`src/rtl/ltc_pkg.sv`:
```
// constants and types for the line transceiver control word
package ltc_pkg;

   // ****************************************
   // control word layout
   // ****************************************
   localparam int unsigned CW_W            = 8;
   localparam logic [1:0]  SEL_CTRL        = 2'h0;
   localparam logic [1:0]  SEL_DIAG        = 2'h2;
   localparam int unsigned BIT_DIAG_HOLD   = 2;
   localparam int unsigned BIT_RATE        = 3;
   localparam int unsigned BIT_SIG_BEARER  = 4;
   localparam int unsigned BIT_SCRAMBLE    = 5;
   localparam int unsigned BIT_FAST        = 6;
   localparam int unsigned BIT_HK          = 7;
   localparam logic [7:0]  DEFAULT_MASK    = 8'hF0;
   localparam logic [7:0]  DEFAULT1_WORD   = 8'h00;
   localparam logic [7:0]  DEFAULT2_WORD   = 8'h08;
   localparam logic [7:0]  CW_RESET        = 8'h00;

   // ****************************************
   // signalling bits per frame
   // ****************************************
   localparam logic [3:0]  SIG_BITS_80     = 4'h1;
   localparam logic [3:0]  SIG_BITS_160    = 4'h2;
   localparam logic [3:0]  SIG_BITS_ALL    = 4'h8;

   // ****************************************
   // mode encodings
   // ****************************************
   localparam logic [1:0]  DEFMODE_NONE    = 2'h0;
   localparam logic [1:0]  DEFMODE_1       = 2'h1;
   localparam logic [1:0]  DEFMODE_2       = 2'h2;
   localparam logic [7:0]  RST_SYNC_INIT   = 8'h00;

   // one byte from the control channel, already deserialised
   typedef struct packed
   {
      logic       valid;
      logic [7:0] data;
   } ltc_cbyte_t;

   // one data bit with its strobe
   typedef struct packed
   {
      logic valid;
      logic dat;
   } ltc_bit_t;

   // decoded control fields
   typedef struct packed
   {
      logic tx_housekeeping;
      logic fast_converge;
      logic scrambler_enable;
      logic signalling_in_bearer;
      logic line_rate_select;
      logic diag_clear_hold;
   } ltc_fields_t;

endpackage : ltc_pkg

```
`src/rtl/ltc_control_word.sv`:
```
// control word register, default modes and the logic it steers
// Behaviour
// - bits 0,1 of a byte: 00 selects control word, 0 then 1 diagnostics
// - hold bit written 0 clears diagnostics at next frame pulse; 1 keeps them only if no clear is already pending
// - bit 3 picks line rate: 0 is 80 kbit/s, 1 is 160 kbit/s
// - bearer bit set moves the whole signalling byte to first bearer slot
// - fast converge bit selects fast echo adaptation, otherwise normal speed
// - bit 7 is sent on the line as the housekeeping bit
// - bits 4 to 7 all one ignore fields; bit 3 picks the default
// - first default mode clears the whole internal word
// - second default mode sets only the rate bit, 160 kbit/s
`timescale 1ns/1ns
module ltc_control_word
#(
   parameter int unsigned  SCR_W       = 23,
   parameter int unsigned  SCR_TAP_A   = 17,
   parameter int unsigned  SCR_TAP_B   = 22,
   parameter logic [3:0]   STEP_NORMAL = 4'h1,
   parameter logic [3:0]   STEP_FAST   = 4'h8
)
(
   // clock and reset
   input  wire logic                 clk_i,
   input  wire logic                 resetn_i,
   // control channel and framing
   input  wire ltc_pkg::ltc_cbyte_t  cbyte_i,
   input  wire logic                 frame_pulse_i,
   // data path to and from the line coder
   input  wire ltc_pkg::ltc_bit_t    tx_bit_i,
   input  wire ltc_pkg::ltc_bit_t    rx_bit_i,
   output ltc_pkg::ltc_bit_t         tx_line_o,
   output ltc_pkg::ltc_bit_t         rx_data_o,
   // control outputs
   output ltc_pkg::ltc_fields_t      fields_o,
   output logic [7:0]                control_word_o,
   output logic [1:0]                default_mode_o,
   output logic [3:0]                sig_bits_o,
   output logic                      sig_in_bearer_slot_o,
   output logic [3:0]                converge_step_o,
   output logic                      tx_housekeeping_o,
   output logic                      diag_clear_o,
   output ltc_pkg::ltc_cbyte_t       diag_write_o
);
   import ltc_pkg::*;

   if (SCR_TAP_A >= SCR_W || SCR_TAP_B >= SCR_W || SCR_TAP_A == SCR_TAP_B)
   begin : g_bad_taps
      $error("scrambler taps must be distinct and inside the register");
   end

   // ****************************************
   // reset release
   // ****************************************
   logic [1:0] rst_sync;
   logic       rst_n;

   always_ff @(posedge clk_i or negedge resetn_i)
   begin
      if (!resetn_i)
         rst_sync <= RST_SYNC_INIT[1:0];
      else
         rst_sync <= {rst_sync[0], 1'b1};
   end
   assign rst_n = rst_sync[1];

   // ****************************************
   // byte decode
   // ****************************************
   logic [1:0] sel;
   logic       wr_ctrl;
   logic       wr_diag;
   logic       is_default;
   logic [7:0] next_word;

   assign sel        = {cbyte_i.data[1], cbyte_i.data[0]};
   assign wr_ctrl    = cbyte_i.valid && (sel == SEL_CTRL);
   assign wr_diag    = cbyte_i.valid && (sel == SEL_DIAG);
   assign is_default = (cbyte_i.data & DEFAULT_MASK) == DEFAULT_MASK;

   always_comb
   begin
      next_word = cbyte_i.data;
      if (is_default)
      begin
         next_word = cbyte_i.data[BIT_RATE] ? DEFAULT2_WORD : DEFAULT1_WORD;
      end
   end

   // ****************************************
   // control word register
   // ****************************************
   logic [7:0] word;
   logic [1:0] defmode;

   always_ff @(posedge clk_i or negedge rst_n)
   begin
      if (!rst_n)
         word <= CW_RESET;
      else if (wr_ctrl)
         word <= next_word;
   end

   // remember which default is in force
   always_ff @(posedge clk_i or negedge rst_n)
   begin
      if (!rst_n)
         defmode <= DEFMODE_NONE;
      else if (wr_ctrl)
         defmode <= !is_default ? DEFMODE_NONE
                  : (cbyte_i.data[BIT_RATE] ? DEFMODE_2 : DEFMODE_1);
   end

   // ****************************************
   // diagnostics clear and forwarding
   // ****************************************
   logic clear_pending;
   logic clear_req;

   // a hold bit of 0 arms a clear for the next frame pulse
   assign clear_req = wr_ctrl && !next_word[BIT_DIAG_HOLD];

   // a write in the frame-pulse cycle arms the following pulse, so it is never lost
   always_ff @(posedge clk_i or negedge rst_n)
   begin
      if (!rst_n)
         clear_pending <= 1'b0;
      else if (clear_req)
         clear_pending <= 1'b1;
      else if (frame_pulse_i)
         clear_pending <= 1'b0;
   end

   always_ff @(posedge clk_i or negedge rst_n)
   begin
      if (!rst_n)
         diag_clear_o <= 1'b0;
      else
         diag_clear_o <= frame_pulse_i && clear_pending;
   end

   always_ff @(posedge clk_i or negedge rst_n)
   begin
      if (!rst_n)
         diag_write_o <= '0;
      else
         diag_write_o <= '{valid: wr_diag, data: cbyte_i.data};
   end

   // ****************************************
   // field decode
   // ****************************************
   assign fields_o.diag_clear_hold      = word[BIT_DIAG_HOLD];
   assign fields_o.line_rate_select     = word[BIT_RATE];
   assign fields_o.signalling_in_bearer = word[BIT_SIG_BEARER];
   assign fields_o.scrambler_enable     = word[BIT_SCRAMBLE];
   assign fields_o.fast_converge        = word[BIT_FAST];
   assign fields_o.tx_housekeeping      = word[BIT_HK];
   assign control_word_o                = word;
   assign default_mode_o                = defmode;
   assign tx_housekeeping_o             = word[BIT_HK];
   assign sig_in_bearer_slot_o          = word[BIT_SIG_BEARER];

   // all eight bits in bearer mode
   assign sig_bits_o = word[BIT_SIG_BEARER] ? SIG_BITS_ALL
                     : (word[BIT_RATE] ? SIG_BITS_160 : SIG_BITS_80);

   assign converge_step_o = word[BIT_FAST] ? STEP_FAST : STEP_NORMAL;

   // ****************************************
   // scrambler and descrambler
   // ****************************************
   // self-synchronising, so the far end recovers without a shared seed
   logic [SCR_W-1:0] tx_sr;
   logic [SCR_W-1:0] rx_sr;
   logic             tx_scr;
   logic             rx_dscr;

   assign tx_scr  = tx_bit_i.dat ^ tx_sr[SCR_TAP_A] ^ tx_sr[SCR_TAP_B];
   assign rx_dscr = rx_bit_i.dat ^ rx_sr[SCR_TAP_A] ^ rx_sr[SCR_TAP_B];

   always_ff @(posedge clk_i or negedge rst_n)
   begin
      if (!rst_n)
         tx_sr <= '0;
      else if (tx_bit_i.valid && word[BIT_SCRAMBLE])
         tx_sr <= {tx_sr[SCR_W-2:0], tx_scr};
   end

   always_ff @(posedge clk_i or negedge rst_n)
   begin
      if (!rst_n)
         rx_sr <= '0;
      else if (rx_bit_i.valid && word[BIT_SCRAMBLE])
         rx_sr <= {rx_sr[SCR_W-2:0], rx_bit_i.dat};
   end

   always_ff @(posedge clk_i or negedge rst_n)
   begin
      if (!rst_n)
      begin
         tx_line_o <= '0;
         rx_data_o <= '0;
      end
      else
      begin
         tx_line_o <= '{valid: tx_bit_i.valid,
                        dat:   word[BIT_SCRAMBLE] ? tx_scr : tx_bit_i.dat};
         rx_data_o <= '{valid: rx_bit_i.valid,
                        dat:   word[BIT_SCRAMBLE] ? rx_dscr : rx_bit_i.dat};
      end
   end
endmodule : ltc_control_word

```
`config.mk`:
```
export PLATFORM = sky130hd
export DESIGN_NAME = ltc_control_word
export DESIGN_NICKNAME = d
export VERILOG_FILES = /design/src/rtl/ltc_pkg.sv /design/src/rtl/ltc_control_word.sv
export SDC_FILE = /design/constraint.sdc
export NUM_CORES = 1
export LEC_CHECK = 0
export ABC_AREA = 1
export BUFFER_PORTS_ARGS = -buffer_cell sky130_fd_sc_hd__buf_2
export CORE_MARGIN = 2
export CORE_UTILIZATION = 56
export CTS_BUF_LIST = sky130_fd_sc_hd__clkbuf_2
export DETAILED_ROUTE_END_ITERATION = 8
export PLACE_DENSITY = 0.81
export SLEW_MARGIN = 20
export SYNTH_ARGS = -nofsm -noshare
export SYNTH_HDL_FRONTEND = slang
export SYNTH_SLANG_ARGS = --single-unit
```
`constraint.sdc`:
```
create_clock -name clk_i -period 3 [get_ports clk_i]
set_input_delay 0.15 -clock clk_i [delete_from_list [all_inputs] [get_ports clk_i]]
set_output_delay 0.15 -clock clk_i [all_outputs]
set_load 0.01 [all_outputs]
```
==> results.ini <==
[synthesis]
synth-warning-count=0
yosys_most_used_dff=dfrtp_1
synth_edf_count=0
synth_seq_area_share_pct=64.4
syn_area_um2=2840
synthArstFlopShare_pct=100
ys_ff_latch=73
syn_inst=298
ys_types=18
synth.avg_cell_area_um2=9.52

[outcome]
outcome=complete, no violations

[critical_path]
crit_family=flip-flops
cp.arrival_ps=1680
start_kind=flop
path_buf_inv=1
path_max_fanout=26
slowest_delay_ps=950
timing_worst_setup_path_type=reg -> out
cp_cell_sequence=buf_2
slowest_stage=dfrtp_1
worstPathRequired_ps=2850
end_kind=output port

[pwr]
vdd_drop_max_v=0.000425
power_density_nw_per_um2=707
total_leakage_power_nw=1.87

[finish]
nNetsFinal=372
finish.instance_area_um2=3280
syn2layout_area_growth_pct=15.7
utilization_pct=68.2
diodes=0
drive_gt1_share_pct=20.8

[clock_network]
clkSinkCount=73
clock_path_buffers=2
cts_resized=0
clk_latency_ps=470
clkTransAtPathRegs_ps=170
cts_root_buffer=clkbuf_2
cts_inserted_buffers=9
cts_max_level=3
cts_tree=yes

[global_routing]
use_met2_pct=28.2
grtUsageMet3_pct=6.83
track_usage_pct=19.1
met1_usage_pct=26.1
antenna_found_initial=0
grt-busiest-layer=met2
grt_pass1_vias=1834
grt_max_degree=72
overflow=0
grt_pass1_wl_um=8030

[routing]
drt_iter0_drc=180
vias_per_cell=4.73
wl_per_cell_um=11.1
drt-total-wl_um=4740
drc=0
postRouteAntennaNets=0
drtPass1Iterations=5
via_count=2026

[placed_design]
portBuffers=52
place_area_um2=3020
dp_hpwl_um=2980
place.gp.congestion=0.743

[timing]
setup_viol=0
whs_ps=333
slew_headroom_pct=41.0
fmax_mhz=545
fin_tns_setup_ps=0
min_period_over_period_pct=61.1
tightest_slew_ps=885
period_needed_ps=1830
hold_viol_final=0
rsz0062_at_grt=false
final.setup_skew_ps=20.8
finalMaxSlewViolations=0

[floorplan]
rows=25
fp.coreArea_um2=4820
die_height_um=75.2
design.die.area_um2=5650
start_util_pct=58.9
ioPinCount=56
die_w_um=75.2

[run]
drv_cap=0

[worst_hold_path]
hp-class=in -> reg

## logic make-up (layout without fill, tap and decap cells)
kind of cell,Yosys count,count (layout),share of synthesized area [%]
simple gates,167,167,24.1
buf+inv,43,104,8.86
compound gates,12,12,2.12
flops,73,73,64.4
other cells,2,4,0.265
xor+xnor,1,1,0.309
## final cells by class
type	instances	area (um2)
repair buffers	69	428
inverters	19	73.8
clock buffers	12	60.1
fillers	408	1530
clock inverters	4	43.8
well taps	67	83.8
flip-flops and latches	73	1830
multi-input cells	184	767
## metal layers
layer  wire length [um]  up-vias
li1                   -     1023
met4                 53        0
met5                  0        -
met2               2090       66
met1               2290      933
met3                310        4
## stage by stage
stage               worst slack (ps)  power [mW]  cells
finish                          1170        2.32    428
global route                    1070        2.49    428
CTS                             1140        2.34    428
detailed placement              1270        1.82    396
global placement                1310        1.79    396
floorplan                        817        1.71    300
## sequential cells by signal (all words and copies together), names as in the netlist
name,count
rx_data_o,2
rx_sr,23
diag_write_o,9
tx_sr,23
control_word_o,8
tx_line_o,2
clear_pending,1
rst_sync,2
diag_clear_o,1
default_mode_o,2
## path summary, 6_finish.rpt
kind | startpoint | endpoint | slack [ps] | cells after the start
max in group asynchronous | rst_sync[1] | tx_sr[14] | 1970 | 1
worst min register to register | rst_sync[0] | rst_sync[1] | 380 | 0
worst min-delay path | cbyte_i[4] | diag_write_o[4] | 330 | 2
worst max register to register | control_word_o[5] | tx_sr[14] | 1210 | 4
worst max-delay path | control_word_o[5] | fields_o[3] | 1170 | 1
min in group asynchronous | rst_sync[1] | diag_write_o[0] | 470 | 1
## synthesized netlist by cell type, types with 2 or more instances
| cell type | n | area share, % |
|---|---|---|
| nand2_1 | 125 | 17 |
| dfrtp_1 | 73 | 64 |
| nand3_1 | 29 | 5.1 |
| buf_4 | 18 | 4.8 |
| inv_1 | 17 | 2.2 |
| nor2_1 | 9 | 1.2 |
| o21ai_1 | 6 | 1.1 |
| buf_2 | 4 | 0.71 |
| o21ai_0 | 4 | 0.71 |
| a21oi_1 | 2 | 0.35 |
| buf_6 | 2 | 0.79 |
| conb_1 | 2 | 0.26 |
| nand2_4 | 2 | 0.79 |
## worst reg2reg max path, stage by stage, from the launching register on
cell	delay, ps
dfrtp_1	950
nand2_4	330
inv_4	290
nand2_1	70
o21ai_1	80
## cells in the final DEF (no fill, tap or decap)
cell type | synthesis | routed
dlygate4sd3_1 | 0 | 16
bufinv_16 | 0 | 1
buf_2 | 4 | 52
a21oi_1 | 2 | 2
o21ai_0 | 4 | 4
clkbuf_2 | 0 | 12
nand3_1 | 29 | 29
inv_2 | 1 | 1
xor2_1 | 1 | 1
o21ai_1 | 6 | 6
buf_4 | 18 | 1
nand2_2 | 1 | 1
or2_2 | 1 | 1
conb_1 | 2 | 4
dfrtp_1 | 73 | 72
inv_4 | 1 | 1
dfrtp_2 | 0 | 1
clkinv_1 | 0 | 1
nand2_4 | 2 | 2
inv_1 | 17 | 17
nor2_1 | 9 | 9
clkinv_2 | 0 | 2
nand2_1 | 125 | 125
## repair_timing
item,4_1_cts,5_1_grt
buffers inserted,0,0
hold endpoints to repair,26,0
hold buffers,16,0
## power breakdown
| part | switching [mW] | total [mW] | internal, mW | leakage (nW) |
|---|---|---|---|---|
| logic | 0.255 | 0.437 | 0.182 | 0.850 |
| clock network | 0.312 | 0.510 | 0.199 | 0.0734 |
| registers | 0.154 | 1.38 | 1.22 | 0.949 |
| total | 0.720 | 2.32 | 1.60 | 1.87 |
Note: power is estimated with default switching activity, not from simulation.
